--- config.mk ---
export PLATFORM = sky130hd
export DESIGN_NAME = ctu_top
export DESIGN_NICKNAME = d
export VERILOG_FILES = /design/src/ctu_pkg.sv /design/src/ctu_top.sv
export SDC_FILE = /design/constraint.sdc
export NUM_CORES = 1
export LEC_CHECK = 0
export BUFFER_PORTS_ARGS = -buffer_cell sky130_fd_sc_hd__buf_4
export CAP_MARGIN = 20
export CORE_MARGIN = 1
export CORE_UTILIZATION = 48
export DETAILED_ROUTE_END_ITERATION = 10
export PLACE_DENSITY = 0.8
export SETUP_SLACK_MARGIN = 0.05
export SLEW_MARGIN = 20
export SYNTH_ARGS = -nofsm -noshare
export SYNTH_HDL_FRONTEND = slang
export SYNTH_SLANG_ARGS = --single-unit
--- constraint.sdc ---
create_clock -name i_sys_clk -period 1.6 [get_ports i_sys_clk]
set_input_delay 0.16 -clock i_sys_clk [delete_from_list [all_inputs] [get_ports i_sys_clk]]
set_output_delay 0.16 -clock i_sys_clk [all_outputs]
set_load 0.1 [all_outputs]
--- src/ctu_pkg.sv ---
// constants shared by the charge time unit control logic
package ctu_pkg;
    // ------------------------------------------------------------
    // register indices, byte address is four times the index
    // ------------------------------------------------------------
    localparam logic [11:0] CTU_IDX_ICON = 12'hfb1;
    localparam logic [11:0] CTU_IDX_CONL = 12'hfb2;
    localparam logic [11:0] CTU_IDX_CONH = 12'hfb3;
    localparam logic [11:0] CTU_IDX_IRQ_STAT = 12'hfb4;
    localparam logic [11:0] CTU_IDX_IRQ_MASK = 12'hfb5;
    localparam int CTU_ADDR_W = 14;

    // ------------------------------------------------------------
    // module_control_high fields
    // ------------------------------------------------------------
    localparam int CTU_H_UNIT_EN = 7;
    localparam int CTU_H_RSVD = 6;
    localparam int CTU_H_IDLE_STOP = 5;
    localparam int CTU_H_DLY_EN = 4;
    localparam int CTU_H_EDGE_GATE = 3;
    localparam int CTU_H_ORDER = 2;
    localparam int CTU_H_DISCH = 1;
    localparam int CTU_H_TRIG = 0;

    // ------------------------------------------------------------
    // edge_control_low fields
    // ------------------------------------------------------------
    localparam int CTU_L_E2_POL = 7;
    localparam int CTU_L_E2_SRC = 5;
    localparam int CTU_L_E1_POL = 4;
    localparam int CTU_L_E1_SRC = 2;
    localparam int CTU_L_E2_STAT = 1;
    localparam int CTU_L_E1_STAT = 0;

    // ------------------------------------------------------------
    // current_source_control fields
    // ------------------------------------------------------------
    localparam int CTU_I_TRIM = 2;
    localparam int CTU_I_RANGE = 0;
    localparam logic [1:0] CTU_RANGE_OFF = 2'h0;

    // edge source selector codes
    localparam logic [1:0] CTU_SRC_PIN1 = 2'h3;
    localparam logic [1:0] CTU_SRC_PIN2 = 2'h2;
    localparam logic [1:0] CTU_SRC_CMP = 2'h1;
    localparam logic [1:0] CTU_SRC_TMR = 2'h0;

    // interrupt status bits
    localparam int CTU_IRQ_E1 = 0;
    localparam int CTU_IRQ_E2 = 1;
    localparam int CTU_IRQ_TRIP = 2;
    localparam int CTU_IRQ_W = 3;

    // reset values
    localparam logic [7:0] CTU_RST_REG = 8'h00;
    localparam logic [CTU_IRQ_W-1:0] CTU_RST_IRQ = 3'h0;
endpackage

--- src/ctu_top.sv ---
// charge time unit control: registers, edge logic, source gating, delay pulse
//
// Local design decision: the Avalon-MM slave port.
`timescale 1ns/1ps

// Summary of operation
// - unit enable bit runs or stops unit
// - idle stop bit cuts source in idle
// - delay mode pulses output at comparator trip
// - edge gate bit passes or blocks edges
// - ordering: edge two waits for edge one
// - discharge bit grounds current source output
// - trigger bit enables special event trigger
// - polarity bit picks rising or falling edge
// - two-bit selector picks each edge source
// - status bits set by events, software writable
// - six-bit signed trim passed to source
// - two-bit range, zero disables source
// - sleep always disables current source
// - reset clears all unit registers
// - unused high control bit reads zero
module ctu_top (
    input wire logic i_sys_clk,
    input wire logic i_rst_n,
    input wire logic [ctu_pkg::CTU_ADDR_W-1:0] i_avs_address,
    input wire logic i_avs_read,
    input wire logic i_avs_write,
    input wire logic [31:0] i_avs_writedata,
    input wire logic [3:0] i_avs_byteenable,
    output logic [31:0] o_avs_readdata,
    output logic o_avs_waitrequest,
    input wire logic i_edge_input_pin_one,
    input wire logic i_edge_input_pin_two,
    input wire logic i_enhanced_compare_output,
    input wire logic i_timer_one_event,
    input wire logic i_comparator_trip,
    input wire logic i_idle_mode,
    input wire logic i_sleep_mode,
    output logic o_source_enable,
    output logic o_source_discharge,
    output logic [1:0] o_current_range,
    output logic [5:0] o_current_trim,
    output logic o_delay_pulse_out,
    output logic o_special_trigger,
    output logic o_irq
);
    import ctu_pkg::*;

    // ------------------------------------------------------------
    // synchronisers for pins and the analog comparator
    // ------------------------------------------------------------
    logic [2:0] sync1_ff;
    logic [2:0] sync2_ff;
    logic [2:0] nxt_sync1;
    logic [2:0] nxt_sync2;

    always_comb begin
        nxt_sync1 = {i_comparator_trip, i_edge_input_pin_two, i_edge_input_pin_one};
        nxt_sync2 = sync1_ff;
    end

    always_ff @(posedge i_sys_clk) begin
        if (!i_rst_n) begin
            sync1_ff <= 3'h0;
            sync2_ff <= 3'h0;
        end else begin
            sync1_ff <= nxt_sync1;
            sync2_ff <= nxt_sync2;
        end
    end

    // ------------------------------------------------------------
    // avalon slave: one wait cycle, then the answer
    // ------------------------------------------------------------
    logic ack_ff;
    logic nxt_ack;
    logic [31:0] rdata_ff;
    logic [31:0] nxt_rdata;
    logic req;
    logic wr_go;
    logic lane0;
    logic [11:0] idx;
    logic [7:0] wbyte;

    logic [7:0] icon_ff;
    logic [7:0] conh_ff;
    logic [7:2] conl_ff;
    logic [1:0] stat_ff;
    logic [CTU_IRQ_W-1:0] irq_stat_ff;
    logic [CTU_IRQ_W-1:0] irq_mask_ff;

    assign req = i_avs_read | i_avs_write;
    assign idx = i_avs_address[CTU_ADDR_W-1:2];
    assign wbyte = i_avs_writedata[7:0];
    assign lane0 = i_avs_byteenable[0];
    // write lands only at the edge where waitrequest is seen low
    assign wr_go = i_avs_write & ack_ff & lane0;
    assign o_avs_waitrequest = req & ~ack_ff;
    assign o_avs_readdata = rdata_ff;

    always_comb begin
        nxt_ack = req & ~ack_ff;
        nxt_rdata = rdata_ff;
        if (i_avs_read && !ack_ff) begin
            nxt_rdata = 32'h0;
            unique case (idx)
                CTU_IDX_ICON: nxt_rdata[7:0] = icon_ff;
                CTU_IDX_CONL: nxt_rdata[7:0] = {conl_ff, stat_ff};
                CTU_IDX_CONH: begin
                    nxt_rdata[7:0] = conh_ff;
                    nxt_rdata[CTU_H_RSVD] = 1'b0;
                end
                CTU_IDX_IRQ_STAT: nxt_rdata[CTU_IRQ_W-1:0] = irq_stat_ff;
                CTU_IDX_IRQ_MASK: nxt_rdata[CTU_IRQ_W-1:0] = irq_mask_ff;
                default: nxt_rdata = 32'h0;
            endcase
        end
    end

    always_ff @(posedge i_sys_clk) begin
        if (!i_rst_n) begin
            ack_ff <= 1'b0;
            rdata_ff <= 32'h0;
        end else begin
            ack_ff <= nxt_ack;
            rdata_ff <= nxt_rdata;
        end
    end

    // ------------------------------------------------------------
    // edge sources, polarity and detection
    // ------------------------------------------------------------
    logic [1:0] lvl;
    logic [1:0] lvl_prev_ff;
    logic [1:0] nxt_lvl_prev;
    logic [1:0] hit;
    logic [1:0] pol;
    logic [1:0] sel [2];
    logic [3:0] srcs;
    logic gate_open;
    logic [1:0] ev;

    assign srcs = {sync2_ff[0], sync2_ff[1], i_enhanced_compare_output, i_timer_one_event};
    assign pol = {conl_ff[CTU_L_E2_POL], conl_ff[CTU_L_E1_POL]};
    assign sel[0] = conl_ff[CTU_L_E1_SRC+1:CTU_L_E1_SRC];
    assign sel[1] = conl_ff[CTU_L_E2_SRC+1:CTU_L_E2_SRC];

    genvar g;
    generate
        for (g = 0; g < 2; g++) begin : g_edge
            assign lvl[g] = srcs[sel[g]];
            // polarity decides which transition counts
            assign hit[g] = pol[g] ? (lvl[g] & ~lvl_prev_ff[g]) : (~lvl[g] & lvl_prev_ff[g]);
        end
    endgenerate

    // disabled unit or closed gate sees no edges at all
    assign gate_open = conh_ff[CTU_H_UNIT_EN] & conh_ff[CTU_H_EDGE_GATE];
    assign ev[0] = gate_open & hit[0];
    // ordering holds edge two back until edge one has happened
    assign ev[1] = gate_open & hit[1] & (~conh_ff[CTU_H_ORDER] | stat_ff[0]);

    always_comb begin
        nxt_lvl_prev = lvl;
    end

    always_ff @(posedge i_sys_clk) begin
        if (!i_rst_n) begin
            lvl_prev_ff <= 2'h0;
        end else begin
            lvl_prev_ff <= nxt_lvl_prev;
        end
    end

    // ------------------------------------------------------------
    // control registers and edge status
    // ------------------------------------------------------------
    logic [7:0] nxt_icon;
    logic [7:0] nxt_conh;
    logic [7:2] nxt_conl;
    logic [1:0] nxt_stat;
    logic [CTU_IRQ_W-1:0] nxt_irq_stat;
    logic [CTU_IRQ_W-1:0] nxt_irq_mask;
    logic trip_prev_ff;
    logic trip_rise;
    logic trip_ev;
    logic [CTU_IRQ_W-1:0] irq_ev;

    assign trip_rise = sync2_ff[2] & ~trip_prev_ff;
    assign trip_ev = trip_rise & conh_ff[CTU_H_UNIT_EN] & conh_ff[CTU_H_DLY_EN] & stat_ff[0];
    assign irq_ev = {trip_ev, ev[1], ev[0]};

    always_comb begin
        nxt_icon = icon_ff;
        nxt_conh = conh_ff;
        nxt_conl = conl_ff;
        nxt_stat = stat_ff;
        nxt_irq_mask = irq_mask_ff;
        nxt_irq_stat = irq_stat_ff;
        if (wr_go) begin
            unique case (idx)
                CTU_IDX_ICON: nxt_icon = wbyte;
                CTU_IDX_CONL: begin
                    nxt_conl = wbyte[7:2];
                    nxt_stat = wbyte[1:0];
                end
                CTU_IDX_CONH: nxt_conh = wbyte & ~(8'h01 << CTU_H_RSVD);
                CTU_IDX_IRQ_STAT: nxt_irq_stat = irq_stat_ff & ~wbyte[CTU_IRQ_W-1:0];
                CTU_IDX_IRQ_MASK: nxt_irq_mask = wbyte[CTU_IRQ_W-1:0];
                default: nxt_icon = icon_ff;
            endcase
        end
        // hardware set wins over a same-cycle software clear
        nxt_stat = nxt_stat | ev;
        nxt_irq_stat = nxt_irq_stat | irq_ev;
    end

    always_ff @(posedge i_sys_clk) begin
        if (!i_rst_n) begin
            icon_ff <= CTU_RST_REG;
            conh_ff <= CTU_RST_REG;
            conl_ff <= CTU_RST_REG[7:2];
            stat_ff <= CTU_RST_REG[1:0];
            irq_stat_ff <= CTU_RST_IRQ;
            irq_mask_ff <= CTU_RST_IRQ;
            trip_prev_ff <= 1'b0;
        end else begin
            icon_ff <= nxt_icon;
            conh_ff <= nxt_conh;
            conl_ff <= nxt_conl;
            stat_ff <= nxt_stat;
            irq_stat_ff <= nxt_irq_stat;
            irq_mask_ff <= nxt_irq_mask;
            trip_prev_ff <= sync2_ff[2];
        end
    end

    // ------------------------------------------------------------
    // analog controls and pulse outputs
    // ------------------------------------------------------------
    logic src_en_ff;
    logic disch_ff;
    logic pulse_ff;
    logic trig_ff;
    logic irq_ff;
    logic [1:0] range_ff;
    logic [5:0] trim_ff;
    logic nxt_src_en;
    logic nxt_disch;
    logic nxt_pulse;
    logic nxt_trig;
    logic nxt_irq;
    logic low_power_stop;

    // sleep cuts the source regardless; idle only with idle stop set
    assign low_power_stop = i_sleep_mode | (i_idle_mode & conh_ff[CTU_H_IDLE_STOP]);

    always_comb begin
        nxt_src_en = conh_ff[CTU_H_UNIT_EN]
            & (icon_ff[CTU_I_RANGE+1:CTU_I_RANGE] != CTU_RANGE_OFF)
            & stat_ff[0] & ~stat_ff[1]
            & ~conh_ff[CTU_H_DISCH]
            & ~low_power_stop;
        nxt_disch = conh_ff[CTU_H_DISCH];
        nxt_pulse = trip_ev;
        // trigger fires when the second edge closes a measurement
        nxt_trig = conh_ff[CTU_H_TRIG] & ev[1];
        nxt_irq = |(irq_stat_ff & irq_mask_ff);
    end

    always_ff @(posedge i_sys_clk) begin
        if (!i_rst_n) begin
            src_en_ff <= 1'b0;
            disch_ff <= 1'b0;
            pulse_ff <= 1'b0;
            trig_ff <= 1'b0;
            irq_ff <= 1'b0;
            range_ff <= 2'h0;
            trim_ff <= 6'h0;
        end else begin
            src_en_ff <= nxt_src_en;
            disch_ff <= nxt_disch;
            pulse_ff <= nxt_pulse;
            trig_ff <= nxt_trig;
            irq_ff <= nxt_irq;
            range_ff <= icon_ff[CTU_I_RANGE+1:CTU_I_RANGE];
            trim_ff <= icon_ff[CTU_I_TRIM+5:CTU_I_TRIM];
        end
    end

    assign o_source_enable = src_en_ff;
    assign o_source_discharge = disch_ff;
    assign o_current_range = range_ff;
    assign o_current_trim = trim_ff;
    assign o_delay_pulse_out = pulse_ff;
    assign o_special_trigger = trig_ff;
    assign o_irq = irq_ff;
endmodule

# After elaboration in Yosys (flattened, before gate mapping)
# Cells that the tools add are included.
# totals
regBits	60
inputBits	61
# op_classes
magnitude_cmp	2
n_eq_ne	5
n_mux	12
bitwise	40
n_reduce_logical	8
# ops
operator	count
$eq A12 B12 Y1 const B	5
$and A1 B1 Y1	22
$pmux W3 S5	1
$pmux W5 S3	1
$not A1 Y1	10
$reduce_and A2 Y1	4
$and A3 B3 Y3	2
$lt A2 B3 Y1 const B	2
$mux W3	2
$bmux W1 S2	2
$mux W1	4
$mux W2	2
$not A3 Y3	1
$or A1 B1 Y1	3
$or A3 B3 Y3	1
$reduce_or A3 Y1	1
$or A2 B2 Y2	1
$reduce_bool A2 Y1	1
$logic_and A1 B1 Y1	1
$logic_not A1 Y1	1

# Logic depth before layout (Yosys ltp)
# Gate-level depths: netlist of run 1.
# logic_depth
word_depth	8
depth_mapped	5
depth_no_buf	4

# Worst setup path after synthesis of run 1
# OpenSTA, ideal clock, no wires.
# synth_timing
path_kind	register to output
startpoint	register ack_ff
endpoint	output o_avs_waitrequest
arrival_ns	1.589
setup_slack_ns	-0.149
path_stages_with_launch	2
cell_sequence	dfxtp_1 -> nor2_1
# synth_between
elab_chain_cells	2
# synth_rtl
element	line	text
from (decl)	ctu_top.sv:75	logic ack_ff;
from (signal assigned)	ctu_top.sv:125	ack_ff <= nxt_ack;
$not A1 Y1	ctu_top.sv:98	assign o_avs_waitrequest = req & ~ack_ff;
$and A1 B1 Y1	ctu_top.sv:98	
to (decl)	ctu_top.sv:31	output logic o_avs_waitrequest,
# Every way passes these cells.

# Worst setup path in the final report of run 1
# layout_timing
startpoint	register conl_ff[5] in the netlist's numbering
endpoint	register irq_stat_ff[1]
# layout_between
elab_chain_cells	8
word_cells_on_any_way	9
cone_classes	mux: 3; bitwise: 6
# layout_rtl
element	line	text
from (decl)	ctu_top.sv:87	logic [7:2] conl_ff;
from (signal assigned)	ctu_top.sv:222	conl_ff <= CTU_RST_REG[7:2];
from (signal assigned)	ctu_top.sv:230	conl_ff <= nxt_conl;
$bmux W1 S2 *	ctu_top.sv:151	assign lvl[g] = srcs[sel[g]];
$mux W1 (not written as such) *	ctu_top.sv:151	
$not A1 Y1	ctu_top.sv:153	assign hit[g] = pol[g] ? (lvl[g] & ~lvl_prev_ff[g]) : (~lvl[g] & lvl_prev_ff[g]);
$and A1 B1 Y1	ctu_top.sv:153	
$mux W1 *	ctu_top.sv:153	
$and A1 B1 Y1 * (2 in series)	ctu_top.sv:161	assign ev[1] = gate_open & hit[1] & (~conh_ff[CTU_H_ORDER] | stat_ff[0]);
$or A3 B3 Y3 *	ctu_top.sv:215	nxt_irq_stat = nxt_irq_stat | irq_ev;
to (signal assigned)	ctu_top.sv:232	irq_stat_ff <= nxt_irq_stat;
to (decl)	ctu_top.sv:89	logic [CTU_IRQ_W-1:0] irq_stat_ff;
# Mark *: on every way between the ends. The rest lies on a longest branch, timed or not. The select of a mux whose other input is x is not followed.
# A chain may end at the register's enable or synchronous reset.

==> results of run 1 <==
## worst max-delay path, cell delays in order (launching register included)
cell     delay (ps)
dfxtp_2         350
mux4_2          570
mux2i_4         220
nor2_2           70
a31o_2          220
## what timing repair did
item	4_1_cts	5_1_grt
resized for setup	2	7
pin swaps	0	1
gates cloned	0	0
endpoints found under the setup margin	4	13
## power breakdown
group | internal (mW) | switching, mW | leakage (nW)
clock network | 0.999 | 0.576 | 0.119
registers | 1.51 | 0.00823 | 0.487
logic | 0.108 | 0.400 | 0.916
total | 2.62 | 0.984 | 1.52
## cell families (layout without fill, tap and decap cells)
| logic type | Yosys count | after routing | synth area share, % |
|---|---|---|---|
| compound gates | 30 | 30 | 8.06 |
| other cells | 1 | 24 | 0.145 |
| mux | 39 | 39 | 16.5 |
| buf+inv | 44 | 96 | 10.0 |
| flops | 60 | 60 | 46.3 |
| simple gates | 86 | 86 | 19.0 |
## area by class of cell
type                    count  share of cell area, %
well taps                  70                   2.61
clock buffers              12                   4.92
clock inverters             3                   2.05
inverters                  10                   1.12
flip-flops and latches     60                   35.9
multi-input cells         179                   37.2
repair buffers             71                   16.3
## layout by cell type (no fill, tap or decap), drive strengths merged, types with 2 or more instances in the layout
cell type / instances
nand2: 32
a22oi: 5
o2111ai: 3
mux2: 10
a31oi: 2
clkbuf: 12
nor2: 20
o21ai: 10
conb: 24
a22o: 3
dfxtp: 60
mux4: 2
a31o: 2
buf: 71
bufinv: 2
nand4: 2
mux2i: 27
nor4: 3
inv: 10
and2: 11
nand3: 2
nor2b: 4
## routing by layer
| metal | share of wire [%] | vias to the layer above |
|---|---|---|
| met3 | 4.1 | 11 |
| met1 | 42 | 979 |
| met5 | 0 | - |
| met4 | 2.4 | 0 |
| li1 | - | 995 |
| met2 | 52 | 62 |
## through the flow
stage | cell area [sq um] | hold WS (ps) | std cells | power [mW] | utilization (%)
6_report | 3360 | 29.9 | 405 | 3.60 | 65.3
5_1_grt | 3360 | 27.4 | 405 | 3.71 | 65.3
4_1_cts | 3340 | 18.6 | 405 | 3.62 | 64.9
3_5_place_dp | 3090 | 372 | 390 | 2.05 | 60.2
3_3_place_gp | 3090 | 368 | 390 | 2.05 | 60.2
2_1_floorplan | 2680 | 274 | 283 | 1.97 | -
## registers in the layout, indices dropped and copies added, names as in the netlist, 6 cells and up
register and count:
conh_ff 7, conl_ff 6, icon_ff 8, o_avs_readdata 8, o_current_trim 6
## path summary, 6_finish.rpt
kind                                   startpoint        endpoint  slack, ps  cells after the start
worst max register to register         conl_ff[5]  irq_stat_ff[1]         60                      4
worst min register to register       nxt_sync2[2]     sync2_ff[2]        440                      1
worst max-delay path                   conl_ff[5]  irq_stat_ff[1]         60                      4
worst min-delay path            i_comparator_trip    nxt_sync2[2]         30                      2
==> qor.yml, run 1 <==
yosys:
  synth_ff_type: "dfxtp_1"
  async_flop_share_pct: 0
  yosysTopAreaCell: "dfxtp_1"
  synth_cells: 260
  yosys-top-cells-count: "dfxtp_1, nand2_1, mux2i_1"
  yosysWarnings: 0
  yosysMostFrequentCell: "dfxtp_1"
  netlist_area_sq_um: 2590
  synth_enable_flop_cells: 0
  synth_top_area_share_pct: 46.3
  ys_seq_elements: 60
  synth_cell_types: 43
  synth-seq-area-share_pct: 46.3
  ys_top_cells_by_area: "dfxtp_1, mux2i_1, buf_4"
  synth.avg_cell_area_sq_um: 9.98
finish:
  drive_gt1_share_pct: 34.6
  multi_input_area_sq_um: 1250
  fin_nets: 392
  syn2layout_area_growth_pct: 29.4
  n_antenna_cell: 0
  fillers: 434
  seqCellArea_sq_um: 1200
global_routing:
  grtUsageMet2_pct: 37.7
  grt.overflow.total: 0
  grt_util_met3_pct: 5.82
  track_usage_pct: 22.7
  grt_pass1_vias: 1939
  grt.busiest_layer: "met2"
  antenna_found_initial: 0
  grt_start_max_net_pins: 22
  grt_pass1_wl_um: 9250
  use_met1_pct: 27.1
route:
  viasPerCell: 5.05
  routedWlPerCell_um: 14.5
  routed_wl_um: 5890
  via_count: 2047
  ant_nets: 0
  drt_iter0_markers: 123
  route.detailed.drc: 0
  firstDrtPassIters: 5
cts:
  cts-root-buf: "clkbuf_8"
  tritoncts.num_buffers: 9
  cts.sinks: 60
  htree_levels: 3
  cts_max_path_buffers: 2
  clock_latency_ps: 340
  tritoncts: "built"
  cts_setup_buffers: 0
  path_clk_slew_ps: 70
  postCtsHoldBufs: 0
placed_design:
  portBuffers: 53
  preCtsSetupSlack_ps: 15.3
  routabilityCongestion: 0.874
  post-dp-hpwl_um: 4300
timing:
  period_minus_slack_ps: 1540
  slew_violations: 0
  hold_viol: 0
  worst_clock_skew_ps: 10.0
  clock.fmax_mhz: 648
  grt_setup_unrepaired: "true"
  fin_ws_ps: 56.3
  finalSetupViolations: 0
  fin_crit_sh_pct: 96.5
  final.setup.tns_ps: 0
worst_setup_path:
  worstPathRequired_ps: 1830
  arrival_ps: 1780
  worstSetupPathType: "flop to flop"
  critPathLaunchType: "flop"
  worstSetupEndpointType: "flop"
  crit_path_max_fanout: 3
die:
  coreArea_sq_um: 5140
  die_w_um: 75.5
  num_rows: 26
  ios: 107
  dieArea_sq_um: 5700
  die_h_um: 75.5
  start_util_pct: 50.5
power_and_ir_drop:
  power_density_nw_per_um2: 1070
  vdd_drop_max_uv: 709
  leakagePower_nw: 1.52
hold_path:
  hold_class: "primary input to flop"
job:
  maxCapViolations: 0
outcome:
  run_status: "finished clean"
Note: power is estimated with default switching activity, not from simulation.
==> run 2: changes to the inputs <==
--- a/config.mk
+++ b/config.mk
@@ -7,10 +7,13 @@
 export LEC_CHECK = 0
 export BUFFER_PORTS_ARGS = -buffer_cell sky130_fd_sc_hd__buf_4
 export CAP_MARGIN = 20
+export CELL_PAD_IN_SITES_DETAIL_PLACEMENT = 0
+export CELL_PAD_IN_SITES_GLOBAL_PLACEMENT = 1
 export CORE_MARGIN = 1
-export CORE_UTILIZATION = 48
+export CORE_UTILIZATION = 35
 export DETAILED_ROUTE_END_ITERATION = 10
-export PLACE_DENSITY = 0.8
+export PLACE_DENSITY_LB_ADDON = 0.1
+export REMOVE_ABC_BUFFERS = 1
 export SETUP_SLACK_MARGIN = 0.05
 export SLEW_MARGIN = 20
 export SYNTH_ARGS = -nofsm -noshare
==> qor.yml, run 2 (synthesis results as in run 1) <==
die:
  die_w_um: 88.1
  ios: 107
  dieArea_sq_um: 7760
  start_util_pct: 36.0
  num_rows: 31
  die_h_um: 88.1
  coreArea_sq_um: 7210
global_routing:
  grt_pass1_wl_um: 10000
  grt_pass1_vias: 1894
  grt_start_max_net_pins: 19
  track_usage_pct: 17.8
  grt.overflow.total: 0
  antenna_found_initial: 0
placed_design:
  portBuffers: 53
  placed_cells: 417
  routabilityCongestion: 0.788
  post-dp-hpwl_um: 4300
  preCtsSetupSlack_ps: -18.5
worst_setup_path:
  worstPathRequired_ps: 1830
  path_cells: "mux4_2, mux2i_2, nor2_2, a31o_2"
  crit_path_max_fanout: 2
  critPathLaunchType: "flop"
  r2r_slack_ps: 90
  cpPeakStageDelay_ps: 520
  crit_path_start: "conl_ff[5]"
  reg2reg_from: "conl_ff[5]"
  critPathSlowestCell: "mux4_2"
  path_delay_family: "multiplexers"
  worstSetupEndpointType: "flop"
  arrival_ps: 1750
  worstSetupPathType: "flop to flop"
  crit_buf_inv: 0
route:
  route.detailed.drc: 0
  routedWlPerCell_um: 14.0
  firstDrtPassIters: 5
  ant_nets: 0
  routed_wl_um: 6080
  via_count: 1966
  viasPerCell: 4.53
  drt_iter0_markers: 64
power_and_ir_drop:
  vdd_drop_max_uv: 627
  power_density_nw_per_um2: 1050
  finalPower_mw: 3.54
  leakagePower_nw: 1.52
hold_path:
  min_from: "i_idle_mode"
  hold_class: "primary input to flop"
timing:
  fin_crit_sh_pct: 94.6
  grt_setup_unrepaired: "false"
  period_minus_slack_ps: 1510
  fin_ws_ps: 86.6
  hold_viol: 0
  worst_clock_skew_ps: 7.16
  clock.fmax_mhz: 661
  finalSetupViolations: 0
  slew_violations: 0
job:
  maxCapViolations: 0
cts:
  tritoncts: "built"
  cts.sinks: 60
  path_clk_slew_ps: 70
  postCtsHoldBufs: 0
  clock_latency_ps: 340
  htree_levels: 3
  tritoncts.num_buffers: 9
  cts-root-buf: "clkbuf_8"
  cts_max_path_buffers: 2
finish:
  final_common_cell: "buf_4"
  layout_common_cells: "buf_4, dfxtp_1, nand2_1"
  utilization_pct: 46.9
  fin_nets: 391
  n_antenna_cell: 0
  drive_gt1_share_pct: 33.7
  final_cells: 434
  syn2layout_area_growth_pct: 30.4
  fillers: 723
outcome:
  run_status: "finished clean"
## run 2: cell count changes in the layout (fill, tap and decap cells not counted), moves of 2 or more
cell	change
buf_4	-3
buf_6	+2
clkbuf_1	+2
clkbuf_8	-2
## run 2: cell type report
class | instances | area [sq um] | share of cell area [%]
multi-input cells | 179 | 1250 | 37.0
flip-flops and latches | 60 | 1210 | 35.7
repair buffers | 70 | 546 | 16.1
clock buffers | 12 | 145 | 4.29
well taps | 99 | 124 | 3.66
clock inverters | 4 | 72.6 | 2.14
inverters | 10 | 37.5 | 1.11
## run 2: worst reg2reg max path, stage by stage (launching register included)
cell	delay (ps)
dfxtp_4	360
mux4_2	520
mux2i_2	240
nor2_2	70
a31o_2	220
## run 2: final timing paths
check	to	cells after the start
setup / recovery	irq_stat_ff[1]	4
hold / removal	o_source_enable	2
setup reg to reg	irq_stat_ff[1]	4
hold reg to reg	o_delay_pulse_out	1
## run 2: repair_timing
item | in CTS | in global routing
resized for setup | 4 | 9
buffers inserted | 0 | 1
setup endpoints to repair | 4 | 16
## run 2: power breakdown
part           total, mW  internal, mW  switching [mW]
Sequential          1.52          1.51         0.00746
Clock               1.52         0.918           0.597
Combinational      0.509         0.108           0.401
## run 2: layer usage
| metal | share of wire [%] | track usage [%] | wire [um] |
|---|---|---|---|
| met5 | 0 | 0 | 0 |
| met2 | 44 | 26.7 | 2670 |
| met4 | 1.7 | 7.18 | 103 |
| met1 | 49 | 24.2 | 2980 |
| met3 | 5.4 | 5.00 | 330 |
## run 2: per-stage QoR
stage | setup TNS (ps) | hold WS (ps) | instance area, sq um
floorplan | -1470 | 274 | 2460
global placement | -14.1 | 367 | 3110
detailed placement | -18.5 | 373 | 3110
CTS | 0 | 10.6 | 3350
global route | 0 | 6.16 | 3380
finish | 0 | 25.0 | 3380
==> run 3: changes to the inputs <==
--- a/config.mk
+++ b/config.mk
@@ -7,10 +7,10 @@
 export LEC_CHECK = 0
 export BUFFER_PORTS_ARGS = -buffer_cell sky130_fd_sc_hd__buf_4
 export CAP_MARGIN = 20
-export CELL_PAD_IN_SITES_DETAIL_PLACEMENT = 0
-export CELL_PAD_IN_SITES_GLOBAL_PLACEMENT = 1
+export CELL_PAD_IN_SITES_DETAIL_PLACEMENT = 1
+export CELL_PAD_IN_SITES_GLOBAL_PLACEMENT = 2
 export CORE_MARGIN = 1
-export CORE_UTILIZATION = 35
+export CORE_UTILIZATION = 28
 export DETAILED_ROUTE_END_ITERATION = 10
 export PLACE_DENSITY_LB_ADDON = 0.1
 export REMOVE_ABC_BUFFERS = 1
==> qor.yml, run 3 (synthesis results as in run 1) <==
timing:
  finalSetupViolations: 0
  fin_crit_sh_pct: 96.3
  final.setup.tns_ps: 0
  slew_violations: 0
  worst_clock_skew_ps: 8.78
  fin_ws_ps: 59.0
  hold_viol: 0
  grt_setup_unrepaired: "true"
  clock.fmax_mhz: 649
  period_minus_slack_ps: 1540
finish:
  multi_input_area_sq_um: 1260
  n_antenna_cell: 0
  fin_nets: 401
  fillers: 1041
  syn2layout_area_growth_pct: 34.2
  utilization_pct: 39.3
  final_common_cell: "buf_4"
  layout_common_cells: "buf_4, dfxtp_1, nand2_1"
  drive_gt1_share_pct: 36.5
  seqCellArea_sq_um: 1210
  final_cells: 453
route:
  drt_iter0_markers: 65
  firstDrtPassIters: 9
  via_count: 2030
  viasPerCell: 4.48
  routedWlPerCell_um: 15.2
  ant_nets: 0
  routed_wl_um: 6910
  route.detailed.drc: 7
cts:
  postCtsHoldBufs: 0
  tritoncts.num_buffers: 9
  cts-root-buf: "clkbuf_8"
  cts_max_path_buffers: 2
  path_clk_slew_ps: 70
  htree_levels: 3
  tritoncts: "built"
  clock_latency_ps: 330
  cts.sinks: 60
global_routing:
  antenna_found_initial: 0
  grt_pass1_vias: 2060
  track_usage_pct: 15.4
  grt.overflow.total: 0
  grt_pass1_wl_um: 11200
  grt_start_max_net_pins: 19
placed_design:
  placed_cells: 435
  portBuffers: 53
  preCtsSetupSlack_ps: -56.7
  routabilityCongestion: 0.714
  post-dp-hpwl_um: 5080
worst_setup_path:
  worst-r2r-cell-count: 4
  critPathSlowestCell: "mux4_2"
  worstSetupEndpointType: "flop"
  worstSetupPathType: "flop to flop"
  reg2reg_to: "irq_stat_ff[1]"
  path_cells: "mux4_2, mux2i_4, nor2_4, a31o_2"
  cpPeakStageDelay_ps: 550
  critPathLaunchType: "flop"
  worstPathRequired_ps: 1830
  crit_path_max_fanout: 2
  arrival_ps: 1770
  reg2reg_from: "conl_ff[5]"
  r2r_slack_ps: 60
die:
  ios: 107
  dieArea_sq_um: 9650
  num_rows: 34
  die_w_um: 98.2
  start_util_pct: 29.3
  coreArea_sq_um: 8850
  die_h_um: 98.2
hold_path:
  hold_depth: 2
  hold_class: "primary input to flop"
  min_from: "i_edge_input_pin_two"
  hold_end: "nxt_sync2[1]"
job:
  maxCapViolations: 0
power_and_ir_drop:
  power_density_nw_per_um2: 1030
  vdd_drop_max_uv: 341
  leakagePower_nw: 1.56
  finalPower_mw: 3.57
outcome:
  run_status: "complete, but fails checks"
  violations: "design-rule violations"
[run 3: layout make-up]
type	instances	area share (%)
multi-input combinational	179	36.3
sequential	60	34.8
timing repair buffer	80	17.7
clock buffer	11	4.06
tap	108	3.88
clock inverter	5	2.16
inverter	10	1.08
[run 3: worst max-delay path by stage]
stage                                start              to  slack [ps]  cells past startpoint
final                           conl_ff[5]  irq_stat_ff[1]          60                      4
after global routing            conl_ff[2]      stat_ff[0]          -8                      5
after CTS                       conl_ff[5]  irq_stat_ff[1]          50                      4
after detailed placement        conl_ff[5]  irq_stat_ff[1]         -60                      4
after global placement    i_avs_address[4]      stat_ff[1]         -20                      6
after floorplan                     ack_ff      stat_ff[1]        -200                      4
[run 3: layer usage]
metal	up-vias	global-route usage (%)	wire length [um]
met5	-	0	0
met3	5	3.51	270
met4	0	6.20	67
li1	1009	-	-
met1	962	20.2	3390
met2	54	24.6	3170
[run 3: per-stage QoR]
| stage | cell area [sq um] | hold slack, ps |
|---|---|---|
| 6_report | 3480 | 35.0 |
| 3_5_place_dp | 3190 | 372 |
| 2_1_floorplan | 2460 | 274 |
| 5_1_grt | 3480 | 24.1 |
| 3_3_place_gp | 3190 | 368 |
| 4_1_cts | 3440 | 23.4 |
[run 3: power breakdown]
part	leakage, nW	switching (mW)	total [mW]	internal [mW]
logic	0.963	0.405	0.521	0.116
registers	0.488	0.00766	1.52	1.51
clock network	0.113	0.620	1.53	0.913
[run 3: timing repair]
action / 4_1_cts / 5_1_grt
hold endpoints to repair: 0 / 0
pin swaps: 0 / 3
resized for setup: 8 / 9
buffers inserted: 0 / 2
setup endpoints to repair: 7 / 16
[run 3: worst max-delay path, delay by kind of cell, from the launching register on]
| kind | cells | cell delay [ps] |
|---|---|---|
| compound gates | 1 | 220 |
| simple gates | 1 | 60 |
| flops | 1 | 360 |
| mux | 2 | 800 |
